File: src/dct_pkg.sv
// Constants, register map and carrier types of the debug comparator trigger block.
// Assumes one system clock; the core bus sample arrives on that same clock.
package dct_pkg;

  // ************************************************************
  // Widths
  // ************************************************************
  localparam int AW = 23;
  localparam int DW = 16;
  localparam int NCH = 4;

  // ************************************************************
  // Register byte offsets
  // ************************************************************
  localparam logic [7:0] OFS_MAIN     = 8'h00;
  localparam logic [7:0] OFS_RANGE    = 8'h04;
  localparam logic [7:0] OFS_FLAGS    = 8'h08;
  localparam logic [7:0] OFS_NEXT     = 8'h0C;
  localparam logic [3:0] CMP_BANK_LO  = 4'h1;
  localparam logic [3:0] CMP_BANK_HI  = 4'h4;
  localparam logic [3:0] OFS_CMP_CTL  = 4'h0;
  localparam logic [3:0] OFS_CMP_ADDR = 4'h4;
  localparam logic [3:0] OFS_CMP_DATA = 4'h8;

  // ************************************************************
  // Field positions
  // ************************************************************
  localparam int MC_ARM = 0;
  localparam int MC_FORCE = 1;
  localparam int MC_ALIGN = 2;
  localparam int MC_BRK_EN = 4;
  localparam int MC_TRACE_EN = 5;
  localparam int RC_AB = 0;
  localparam int RC_CD = 1;
  localparam int RC_OUTSIDE = 2;
  localparam int CC_EN = 0;
  localparam int CC_TAG = 1;
  localparam int CC_BRK = 2;
  localparam int CC_RW = 3;
  localparam int CC_RWE = 4;
  localparam int CC_SZE = 5;
  localparam int CC_SZ = 6;
  localparam int CC_NDB = 7;
  localparam int FL_MATCH = 4;
  localparam int CD_MASK = 16;

  // ************************************************************
  // Reset values
  // ************************************************************
  localparam logic [5:0] MAIN_RST = 6'h00;
  localparam logic [2:0] RANGE_RST = 3'h0;
  localparam logic [7:0] NEXT_RST = 8'hFF;

  // ************************************************************
  // Types
  // ************************************************************
  typedef enum logic [1:0] {ALIGN_BEGIN, ALIGN_MID, ALIGN_END} dct_align_e;
  typedef enum logic [2:0] {ST_IDLE, ST_ONE, ST_TWO, ST_THREE, ST_FINAL} dct_state_e;

  typedef struct packed {
    logic          en;
    logic          tag;
    logic          break_on_match;
    logic          rw;
    logic          direction_compare_enable;
    logic          access_size_compare_enable;
    logic          sz;
    logic          match_on_difference;
    logic [AW-1:0] addr;
    logic [DW-1:0] data;
    logic [DW-1:0] mask;
  } dct_cmp_s;

  // rd: 1 = read; byte_acc: 1 = byte access; fetch: opcode fetch
  typedef struct packed {
    logic          valid;
    logic [AW-1:0] addr;
    logic [DW-1:0] data;
    logic          rd;
    logic          byte_acc;
    logic          fetch;
    logic          vector;
  } dct_bus_s;

endpackage : dct_pkg

File: src/dct_trigger.sv
// Debug comparators, range windows, trigger priority and session sequencer.
// Assumes a classic Wishbone master and a core bus sample on clk_i.
//
// What this block does
// Equivalence: all masked-in data bits must equal
// Equivalence, empty mask: address alone decides
// Difference: any masked-in differing bit matches
// Difference, empty mask: never matches
// Difference option only on comparators A, C
// A-B range uses A data, mask, direction
// C-D range uses C settings, direction untagged
// Size compare ignored in range modes
// A and C tag settings govern ranges
// Range needs both pair enables set
// A and C break settings govern ranges
// Tagged ranges resolved to word granularity
// Inside range needs both limits matching
// Inside: straddling word judged by aligned address
// Outside: either limit alone; aligned address judged
// Software sets extreme limit for forced outside
// Vector fetches never produce tag hits
// Forced match steps sequencer, sets flags
// Forced trigger fires on address appearance
// Tag opcodes; core tag hit steps sequencer
// Software force: final state or disarm
// Software force breakpoint: now or after trace
// Lowest match channel wins simultaneous matches
//
// The Wishbone slave port and the address map were chosen for this implementation.
module dct_trigger
  import dct_pkg::*;
(
  input  wire logic        clk_i,
  input  wire logic        rst_i,
  input  wire logic        wb_cyc_i,
  input  wire logic        wb_stb_i,
  input  wire logic        wb_we_i,
  input  wire logic [7:0]  wb_adr_i,
  input  wire logic [31:0] wb_dat_i,
  input  wire logic [3:0]  wb_sel_i,
  output logic      [31:0] wb_dat_o,
  output logic             wb_ack_o,
  input  wire dct_bus_s    bus_i,
  input  wire logic [3:0]  taghit_i,
  input  wire logic        trace_done_i,
  output logic      [3:0]  tag_o,
  output logic             brk_req_o,
  output logic             trace_software_force_event_o,
  output logic             armed_o,
  output logic      [2:0]  state_o
);

  // ************************************************************
  // Helpers
  // ************************************************************
  function automatic logic [31:0] be_merge(input logic [31:0] o, input logic [31:0] n,
                                           input logic [3:0] s);
    logic [31:0] r;
    r = o;
    for (int i = 0; i < 4; i++) begin
      if (s[i]) begin
        r[8*i +: 8] = n[8*i +: 8];
      end
    end
    return r;
  endfunction : be_merge

  function automatic logic data_ok(input dct_cmp_s c, input logic [DW-1:0] d);
    logic [DW-1:0] m;
    m = (d ^ c.data) & c.mask;
    return c.match_on_difference ? (|m) : ~(|m); // see see see
  endfunction : data_ok

  function automatic logic dir_ok(input dct_cmp_s c, input logic rd);
    return c.tag | ~c.direction_compare_enable | (c.rw == rd);
  endfunction : dir_ok

  function automatic dct_state_e to_state(input logic [1:0] code);
    case (code)
      2'h0: to_state = ST_ONE;
      2'h1: to_state = ST_TWO;
      2'h2: to_state = ST_THREE;
      default: to_state = ST_FINAL;
    endcase
  endfunction : to_state

  // ************************************************************
  // Register file
  // ************************************************************
  logic [5:0]  main_ctl;
  logic [2:0]  range_ctl;
  logic [7:0]  next_sel;
  logic [3:0]  match_flags;
  dct_cmp_s    cmp [NCH];
  dct_state_e  st;
  dct_state_e  next_st;
  logic        req;
  logic        wr;
  logic        sw_force;
  logic        arm_wr;
  logic [1:0]  ci;
  logic        cmp_sel;
  logic [31:0] ctl_rd;
  dct_align_e  align;
  logic        trace_en;

  assign req      = wb_cyc_i & wb_stb_i & ~wb_ack_o;
  assign wr       = req & wb_we_i;
  assign ci       = 2'(wb_adr_i[5:4] - 2'h1);
  assign cmp_sel  = (wb_adr_i[7:4] >= CMP_BANK_LO) && (wb_adr_i[7:4] <= CMP_BANK_HI);
  assign sw_force = wr && wb_adr_i == OFS_MAIN && wb_sel_i[0] && wb_dat_i[MC_FORCE];
  assign arm_wr   = wr && wb_adr_i == OFS_MAIN && wb_sel_i[0];
  assign align    = dct_align_e'(main_ctl[MC_ALIGN +: 2]);
  assign trace_en = main_ctl[MC_TRACE_EN];

  always_ff @(posedge clk_i) begin
    if (rst_i) begin
      wb_ack_o <= 1'b0;
    end else begin
      wb_ack_o <= req;
    end
  end

  // Force bit is a strobe and never stored
  always_ff @(posedge clk_i) begin
    if (rst_i) begin
      main_ctl  <= MAIN_RST;
      range_ctl <= RANGE_RST;
      next_sel  <= NEXT_RST;
    end else if (wr) begin
      if (wb_adr_i == OFS_MAIN && wb_sel_i[0]) begin
        main_ctl <= wb_dat_i[5:0] & ~6'h03;
      end
      if (wb_adr_i == OFS_RANGE && wb_sel_i[0]) begin
        range_ctl <= wb_dat_i[2:0];
      end
      if (wb_adr_i == OFS_NEXT && wb_sel_i[0]) begin
        next_sel <= wb_dat_i[7:0];
      end
    end
  end

  always_ff @(posedge clk_i) begin
    if (rst_i) begin
      for (int k = 0; k < NCH; k++) begin
        cmp[k] <= '0;
      end
    end else if (wr && cmp_sel) begin
      case (wb_adr_i[3:0])
        OFS_CMP_CTL: begin
          if (wb_sel_i[0]) begin
            cmp[ci].en  <= wb_dat_i[CC_EN];
            cmp[ci].tag <= wb_dat_i[CC_TAG];
            cmp[ci].break_on_match <= wb_dat_i[CC_BRK];
            cmp[ci].rw  <= wb_dat_i[CC_RW];
            cmp[ci].direction_compare_enable <= wb_dat_i[CC_RWE];
            cmp[ci].access_size_compare_enable <= ci[0] & wb_dat_i[CC_SZE];
            cmp[ci].sz  <= ci[0] & wb_dat_i[CC_SZ];
            cmp[ci].match_on_difference <= ~ci[0] & wb_dat_i[CC_NDB];
          end
        end
        OFS_CMP_ADDR: begin
          cmp[ci].addr <= AW'(be_merge(32'(cmp[ci].addr), wb_dat_i, wb_sel_i));
        end
        OFS_CMP_DATA: begin
          {cmp[ci].mask, cmp[ci].data} <= be_merge({cmp[ci].mask, cmp[ci].data}, wb_dat_i, wb_sel_i);
        end
        default: begin
        end
      endcase
    end
  end

  always_comb begin
    ctl_rd = 32'h0;
    ctl_rd[CC_EN]  = cmp[ci].en;
    ctl_rd[CC_TAG] = cmp[ci].tag;
    ctl_rd[CC_BRK] = cmp[ci].break_on_match;
    ctl_rd[CC_RW]  = cmp[ci].rw;
    ctl_rd[CC_RWE] = cmp[ci].direction_compare_enable;
    ctl_rd[CC_SZE] = cmp[ci].access_size_compare_enable;
    ctl_rd[CC_SZ]  = cmp[ci].sz;
    ctl_rd[CC_NDB] = cmp[ci].match_on_difference;
  end

  // Unmapped addresses are acknowledged and read as zero
  always_ff @(posedge clk_i) begin
    if (rst_i) begin
      wb_dat_o <= 32'h0;
    end else if (req && !wb_we_i) begin
      wb_dat_o <= 32'h0;
      if (wb_adr_i == OFS_MAIN) begin
        wb_dat_o <= {26'h0, main_ctl[5:2], 1'b0, armed_o};
      end else if (wb_adr_i == OFS_RANGE) begin
        wb_dat_o <= {29'h0, range_ctl};
      end else if (wb_adr_i == OFS_FLAGS) begin
        wb_dat_o <= {24'h0, match_flags, 1'b0, state_o};
      end else if (wb_adr_i == OFS_NEXT) begin
        wb_dat_o <= {24'h0, next_sel};
      end else if (cmp_sel) begin
        case (wb_adr_i[3:0])
          OFS_CMP_CTL:  wb_dat_o <= ctl_rd;
          OFS_CMP_ADDR: wb_dat_o <= 32'(cmp[ci].addr);
          OFS_CMP_DATA: wb_dat_o <= {cmp[ci].mask, cmp[ci].data};
          default:      wb_dat_o <= 32'h0;
        endcase
      end
    end
  end

  // ************************************************************
  // Comparators and ranges
  // ************************************************************
  logic [NCH-1:0] exact;
  logic [NCH-1:0] hit;
  logic [NCH-1:0] ch_tag;
  logic [NCH-1:0] ch_brk;
  logic [1:0]     range_on;
  logic [1:0]     range_hit;

  always_comb begin
    logic lo_ok;
    logic hi_ok;
    dct_cmp_s q;
    lo_ok = 1'b0;
    hi_ok = 1'b0;
    q = '0;
    for (int k = 0; k < NCH; k++) begin
      exact[k] = bus_i.valid && cmp[k].en && bus_i.addr == cmp[k].addr && dir_ok(cmp[k], bus_i.rd);
      if (k % 2 == 0) begin
        exact[k] = exact[k] & data_ok(cmp[k], bus_i.data);
      end else begin
        exact[k] = exact[k] & (cmp[k].tag | ~cmp[k].access_size_compare_enable | (cmp[k].sz == bus_i.byte_acc));
      end
    end
    for (int p = 0; p < 2; p++) begin
      q = cmp[2*p];
      range_on[p] = range_ctl[p] & cmp[2*p].en & cmp[2*p+1].en;
      if (q.tag) begin
        lo_ok = bus_i.addr[AW-1:1] >= cmp[2*p].addr[AW-1:1];
        hi_ok = bus_i.addr[AW-1:1] <= cmp[2*p+1].addr[AW-1:1];
      end else begin
        lo_ok = bus_i.addr >= cmp[2*p].addr;
        hi_ok = bus_i.addr <= cmp[2*p+1].addr;
      end
      range_hit[p] = bus_i.valid && range_on[p]
                     && (range_ctl[RC_OUTSIDE] ? (!lo_ok || !hi_ok) : (lo_ok && hi_ok)) // see
                     && dir_ok(q, bus_i.rd) && data_ok(q, bus_i.data); // see see
      hit[2*p]      = range_on[p] ? range_hit[p] : exact[2*p];
      hit[2*p+1]    = range_on[p] ? 1'b0 : exact[2*p+1];
      ch_tag[2*p]   = cmp[2*p].tag;
      ch_tag[2*p+1] = cmp[2*p+1].tag;
      ch_brk[2*p]   = cmp[2*p].break_on_match;
      ch_brk[2*p+1] = cmp[2*p+1].break_on_match;
    end
  end

  // ************************************************************
  // Trigger sources and priority
  // ************************************************************
  logic [NCH-1:0] ev;
  logic [NCH-1:0] win;
  logic [1:0]     win_ch;

  // Untagged matches trigger in the same cycle as the address
  assign ev  = armed_o ? ((hit & ~ch_tag) | taghit_i) : 4'h0; // see see
  assign win = ev & (~ev + 4'h1);

  always_comb begin
    win_ch = 2'h0;
    for (int k = NCH - 1; k >= 0; k--) begin
      if (ev[k]) begin
        win_ch = 2'(k);
      end
    end
  end

  // Tags go to the core with the opcode fetch
  always_ff @(posedge clk_i) begin
    if (rst_i) begin
      tag_o <= 4'h0;
    end else begin
      tag_o <= (armed_o && bus_i.fetch && !bus_i.vector) ? (hit & ch_tag) : 4'h0; // see
    end
  end

  // ************************************************************
  // Session sequencer
  // ************************************************************
  logic brk_pend;
  logic sw_end;
  logic final_exit;

  // End alignment or no tracing: force ends the session at once
  assign sw_end     = align == ALIGN_END || !trace_en;
  assign final_exit = st == ST_FINAL && (sw_end || trace_done_i || brk_pend);

  always_comb begin
    next_st = st;
    if (sw_force) begin
      next_st = sw_end ? ST_IDLE : ST_FINAL;
    end else if (st == ST_FINAL) begin
      if (final_exit) begin
        next_st = ST_IDLE;
      end
    end else if (st != ST_IDLE && |ev) begin
      next_st = ch_brk[win_ch] ? ST_FINAL : to_state(next_sel[2*win_ch +: 2]);
    end else if (arm_wr) begin
      next_st = wb_dat_i[MC_ARM] ? (st == ST_IDLE ? ST_ONE : st) : ST_IDLE;
    end
  end

  // Hardware disarm outranks a concurrent arm write
  always_ff @(posedge clk_i) begin
    if (rst_i) begin
      st <= ST_IDLE;
    end else begin
      st <= next_st;
    end
  end

  assign armed_o = st != ST_IDLE;
  assign state_o = 3'(st);

  // The clear made by arming wins; hits in that cycle are gated off
  always_ff @(posedge clk_i) begin
    if (rst_i) begin
      match_flags <= 4'h0;
    end else if (arm_wr && wb_dat_i[MC_ARM] && !armed_o) begin
      match_flags <= win;
    end else begin
      match_flags <= match_flags | win;
    end
  end

  // Channel break passes through final for one cycle only
  always_ff @(posedge clk_i) begin
    if (rst_i) begin
      brk_pend <= 1'b0;
    end else if (!sw_force && st != ST_FINAL && st != ST_IDLE && |ev) begin
      brk_pend <= ch_brk[win_ch];
    end else if (st == ST_FINAL) begin
      brk_pend <= 1'b0;
    end
  end

  always_ff @(posedge clk_i) begin
    if (rst_i) begin
      brk_req_o    <= 1'b0;
      trace_software_force_event_o <= 1'b0;
    end else begin
      brk_req_o <= (sw_force && sw_end && main_ctl[MC_BRK_EN])
                   || (!sw_force && final_exit && main_ctl[MC_BRK_EN] && !brk_pend)
                   || (!sw_force && st != ST_FINAL && st != ST_IDLE && |ev && ch_brk[win_ch]);
      trace_software_force_event_o <= next_st == ST_FINAL && st != ST_FINAL && trace_en;
    end
  end
endmodule : dct_trigger

File: config.mk
export PLATFORM = sky130hd
export DESIGN_NAME = dct_trigger
export DESIGN_NICKNAME = d
export VERILOG_FILES = /design/src/dct_pkg.sv /design/src/dct_trigger.sv
export SDC_FILE = /design/constraint.sdc
export NUM_CORES = 1
export LEC_CHECK = 0
export BUFFER_PORTS_ARGS = -buffer_cell sky130_fd_sc_hd__clkbuf_2
export CORE_ASPECT_RATIO = 1.25
export CORE_MARGIN = 2
export CORE_UTILIZATION = 35
export CTS_BUF_LIST = sky130_fd_sc_hd__clkbuf_16
export CTS_CLUSTER_DIAMETER = 30
export DETAILED_ROUTE_END_ITERATION = 8
export GPL_TIMING_DRIVEN = 0
export SKIP_LAST_GASP = 1
export SYNTH_ARGS = -nofsm -noshare
export SYNTH_HDL_FRONTEND = slang
export SYNTH_SLANG_ARGS = --single-unit
File: constraint.sdc
create_clock -name clk_i -period 7.32 [get_ports clk_i]
set_clock_uncertainty 0.05 [all_clocks]
set_input_delay 2.196 -clock clk_i [delete_from_list [all_inputs] [get_ports clk_i]]
set_output_delay 2.196 -clock clk_i [all_outputs]
set_load 0.01 [all_outputs]
# Word level (Yosys, flattened, before mapping)
# Index checks and enable logic that the tools add are counted.
# totals
reg_bits	314
latchBits	0
ram_bits	0
mem_bits_ro	0
inputBits	98
output_inout_bits	43
elab_cells	327
memories	0
# op_classes
add_sub_neg	2
multipliers	0
n_div	0
magnitude_cmp	13
eq_ne	22
shifts	1
muxes	104
n_bitwise	49
n_reduce_logical	81
# ops
operator	n
252-bit bitwise mux	11
63-bit demux with 2-bit select	11
252-bit case mux with 3 select lines	1
252-bit two-way mux	1
32-bit two-way mux	6
8-bit two-way mux	24
63-bit two-way mux	3
63-bit binary-select mux with 2-bit select	1
32-bit case mux with 3 select lines	1
23-bit == test	4
62-bit two-way mux	1
61-bit two-way mux	1
60-bit two-way mux	1
59-bit two-way mux	1
58-bit two-way mux	1
57-bit two-way mux	1
56-bit two-way mux	1
55-bit two-way mux	1
1-bit logical AND	49
23-bit >= comparator	2
23-bit <= comparator	2
22-bit >= comparator	2
22-bit <= comparator	2
16-bit bitwise AND	2
47 further kinds	142

# Logic depth before layout (Yosys ltp)
# logic_depth
ltp_word	26
mapped_depth	19
mapped_depth_nobuf	18

# Worst setup path before layout
# No wires, ideal clock.
# synth_timing
path_type	in2reg
startpoint	in wb_adr_i[4]
endpoint	reg wb_dat_o[19]
setup_time_ps	128
arrival_time_ps	5626
required_time_ps	7142
slack_ps	1517
cell_stages	13
n_path_buf	7
cell_sequence	clkbuf_1 > buf_2 > buf_2 > buf_1 > inv_1 > ha_1 > clkbuf_1 > buf_1 > buf_1 > mux4_2 > a22o_1 > a22oi_1 > nor2_1
# synth_via
elab_chain_cells	11
word_cells_on_any_way	18
cone_classes	add/sub: 1; order compare: 2; eq/ne: 3; mux: 9; bitwise: 1; reduce/logical: 2
# synth_lines
element	line_no	text
start: declaration	dct_trigger.sv:38	input wire logic [7:0] wb_adr_i,
2-bit by 1-bit subtractor with 2-bit output	dct_trigger.sv:109	assign ci = 2'(wb_adr_i[5:4] - 2'h1);
2-bit NOT with 3-bit output (implied by the code)	dct_trigger.sv:203, dct_trigger.sv:204	
63-bit binary-select mux with 2-bit select	dct_trigger.sv:203, dct_trigger.sv:204	
63-bit two-way mux (2 in a row)	n/a	
32-bit case mux with 3 select lines	dct_trigger.sv:201	case (wb_adr_i[3:0])
32-bit two-way mux	dct_trigger.sv:200	end else if (cmp_sel) begin
32-bit two-way mux	dct_trigger.sv:198	end else if (wb_adr_i == OFS_NEXT) begin
32-bit two-way mux	dct_trigger.sv:196	end else if (wb_adr_i == OFS_FLAGS) begin
32-bit two-way mux	dct_trigger.sv:194	end else if (wb_adr_i == OFS_RANGE) begin
32-bit two-way mux (*)	dct_trigger.sv:192	if (wb_adr_i == OFS_MAIN) begin
end signal: assignment	dct_trigger.sv:193	wb_dat_o <= {26'h0, main_ctl[5:2], 1'b0, armed_o};
end signal: assignment	dct_trigger.sv:195	wb_dat_o <= {29'h0, range_ctl};
end signal: assignment	dct_trigger.sv:197	wb_dat_o <= {24'h0, match_flags, 1'b0, state_o};
end: declaration	dct_trigger.sv:41	output logic [31:0] wb_dat_o,
# Mark *: on every way between the ends. The rest lies on a longest branch, timed or not. The select of a mux whose other input is x is not followed.
# A chain may end at the register's enable or synchronous reset.

==> run metrics <==
initial antenna violation count=0; final slew viol count=0; sequential fraction of the synthesis area=37.1%; via count=~15k; Final WS setup=0.394 ns; kind of critical path=input pin to register; CP Data Required Time=7.69 ns; CP Max Fanout=10; number of remaining DRC errors=0; R2R setup slack=roughly 2.6 ns; die area=approximately 50000 sq um; crit-path cells=clkbuf_2, clkbuf_1, buf_2, buf_2, clkdlybuf4s15_2, inv_1, ha_1, clkbuf_1, clkbuf_2, clkbuf_1, mux4_2, mux2i_1, a211oi_1; worst-path cell with the longest stage delay=clkbuf_1; total power=4.67 mW; RSZ-0062 raised after global routing=false; dominant cells by area after synthesis=dfxtp_1 37%, a211oi_1 10%, mux4_2 8.4%; TritonRoute pass-1 iters=5; Leak=around 7.5 nW; final cycle utilization of the critical path=about 95%; Synth Flop Type=dfxtp_1; Avg Cell Area, Syn=between 9 and 10 sq um; #FFs+latches synth=314; WP depth=13; Worst Hold Class=register to register; Crit. End Element=register; status=finished clean; Top Family by Delay on Critical Path=buffers and inverters; launch point of the worst path=wb_adr_i[4]; final setup violation count=0; pre-CTS setup slack=-0.819 ns; max incr delay on CP=0.61 ns; number of port buffers=between 100 and 150; WL met3=3760 microns; met2 WL=roughly 30000 microns; first-pass GRT wire length=94500 microns; worst vdd ir=0.189 mV; Vias/cell=5.63; top-area cell type share of the netlist area=between 30% and 40%; dpl hpwl=a little under 50000 microns; Syn Nets=2053; nets=2241; number of CTS-inserted buffers=between 50 and 60; Clock Latency Late Sink=0.58 ns; crit-path most repeated cell=clkbuf_1; fraction of layout cells with a size suffix above 1=15.7%; top layer used by detailed routing=met4; Worst EP arrival=7.30 ns; CTS tree=yes; Async S/R FF share, synth=0%; grt ovf=0; Initial Util=roughly a third; reg2reg path depth=18; CTS Sinks=314; core area=48000 sq um; chip width=201 microns; synthesized instance count=1853; pin count of the biggest net entering global routing=14; Post-CTS Setup Bufs=0; Ys Warns=0; Routed WL=62800 microns; DRT antenna net count=0; initial drt markers=around 1.2k; PD cells=230 nW/um^2; startpoint type of the worst setup path=input pin; Final Hold Violating Endpoints=0; row cnt=90; Post-Syn Area=16900 sq um; H-tree Lvls=2; CTS root buf=clkbuf_16; vias in the first global route=between 15k and 20k; DIE HEIGHT=approximately 250 microns; Tmin final=6.93 ns; Synth-to-Final Area Change=20.1%; WL/cell=roughly 23 microns; IO Pins=141; gpl congestion=0.963; Clock transition at path regs=roughly 0.05 ns; Yosys top cell by area=dfxtp_1; crit path buf inv count=9; worst slew pin tran=1.19 ns; M1 WL=roughly 25000 microns; synth unique cells=70; Reg-to-Reg End=trace_software_force_event_o; f_max=around 140 MHz; Overall Global Routing Usage=between 20% and 30%; # diodes=0; max-cap violations=0; CTS max path bufs=3; Max transition margin=around a fifth; EDFF count, synth=0
placed cells by master, fill, tap and decap left out, types with 5 or more instances in the layout:
| cell | synthesis | routed |
|---|---|---|
| buf_1 | 21 | 19 |
| clkinvlp_4 | 0 | 12 |
| nand2b_1 | 8 | 8 |
| nand4_1 | 17 | 17 |
| mux4_2 | 63 | 63 |
| bufinv_16 | 0 | 9 |
| ha_1 | 102 | 102 |
| a221oi_1 | 7 | 7 |
| clkinv_1 | 1 | 6 |
| a21o_1 | 6 | 6 |
| o21a_1 | 5 | 5 |
| inv_1 | 105 | 106 |
| clkbuf_1 | 103 | 100 |
| nor2_1 | 350 | 350 |
| o21ai_0 | 31 | 31 |
| nand2_1 | 72 | 72 |
| a22o_1 | 20 | 20 |
| and2_1 | 12 | 12 |
| nand3_1 | 19 | 19 |
| nor2b_1 | 8 | 8 |
| a21oi_1 | 76 | 76 |
| clkbuf_16 | 0 | 55 |
| xor2_1 | 38 | 38 |
| clkinv_4 | 0 | 8 |
| a22oi_1 | 41 | 41 |
| mux2i_1 | 105 | 105 |
| dfxtp_1 | 314 | 314 |
| a211oi_1 | 232 | 232 |
| nor3_1 | 10 | 10 |
| clkinv_2 | 0 | 7 |
| and3_1 | 8 | 8 |
| clkbuf_2 | 0 | 134 |
timing repair:
| item | CTS | global route |
|---|---|---|
| gates resized for setup | 4 | 3 |
| endpoints found under the setup margin | 149 | 72 |
| hold buffers | 0 | 0 |
layer usage:
metal,vias to the layer above,global-route usage [%]
met4,0,14.4
met3,170,3.51
met2,607,41.8
met1,7460,29.5
met5,-,0
li1,7143,-
synthesized netlist by cell type (all sizes together), types with 6 or more instances:
cell type	instances
nor2	351
dfxtp	314
a211oi	232
inv	105
mux2i	105
clkbuf	103
ha	102
a21oi	76
nand2	73
mux4	63
a22oi	41
xor2	38
o21ai	33
buf	25
nand3	21
a22o	20
nand4	18
and2	13
nor3	12
and3	9
nand2b	8
nor2b	8
a221oi	7
a21o	6
metrics by stage:
stage | utilization [%] | hold WS, ns | instances | setup TNS (ns) | cell area (sq um)
2_1_floorplan | - | 0.371 | 1853 | 0 | 16900
3_3_place_gp | 38.3 | 0.408 | 2627 | -110.31 | 18400
6_report | 42.4 | 0.426 | 2730 | 0 | 20300
4_1_cts | 42.4 | 0.425 | 2730 | 0 | 20300
5_1_grt | 42.4 | 0.455 | 2730 | 0 | 20300
3_5_place_dp | 38.4 | 0.418 | 2629 | -129.45 | 18400
tightest hold or removal path: stages (launching register included):
cell and delay, ns:
dfxtp_1 0.32, nand2_1 0.06, a21oi_1 0.05
area by class of cell:
class | count | area [sq um]
Timing Repair Buffer | 132 | 666
Multi-Input combinational cell | 1305 | 9770
Fill cell | 4752 | 27700
Tap cell | 644 | 806
Clock buffer | 55 | 1380
Buffer | 128 | 498
Inverter | 106 | 398
Clock inverter | 46 | 523
Sequential cell | 314 | 6290
cell families after synthesis:
family          Yosys count  share of synthesized area (%)
fa+ha+maj               102                           7.54
flops                   314                           37.1
compound gates          457                           19.4
mux                     172                           14.9
xor+xnor                 41                           2.12
buf+inv                 234                           5.22
simple gates            533                           13.7
power by group:
group | switching, mW | internal (mW)
Combinational | 0.221 | 0.104
Clock | 0.932 | 1.69
Sequential | 0.00109 | 1.71
how the worst min path moves through the flow:
stage | startpoint | slack, ns | cells after the start | to
2_1_floorplan | match_flags[2] | 0.37 | 2 | match_flags[2]
3_3_place_gp | wb_dat_o[0] | 0.41 | 2 | wb_dat_o[0]
3_5_place_dp | wb_dat_o[0] | 0.42 | 2 | wb_dat_o[0]
4_1_cts | wb_dat_o[0] | 0.43 | 2 | wb_dat_o[0]
5_1_grt | wb_dat_o[0] | 0.45 | 2 | wb_dat_o[0]
6_report | wb_dat_o[0] | 0.43 | 2 | wb_dat_o[0]
Note: power is estimated with default switching activity, not from simulation.
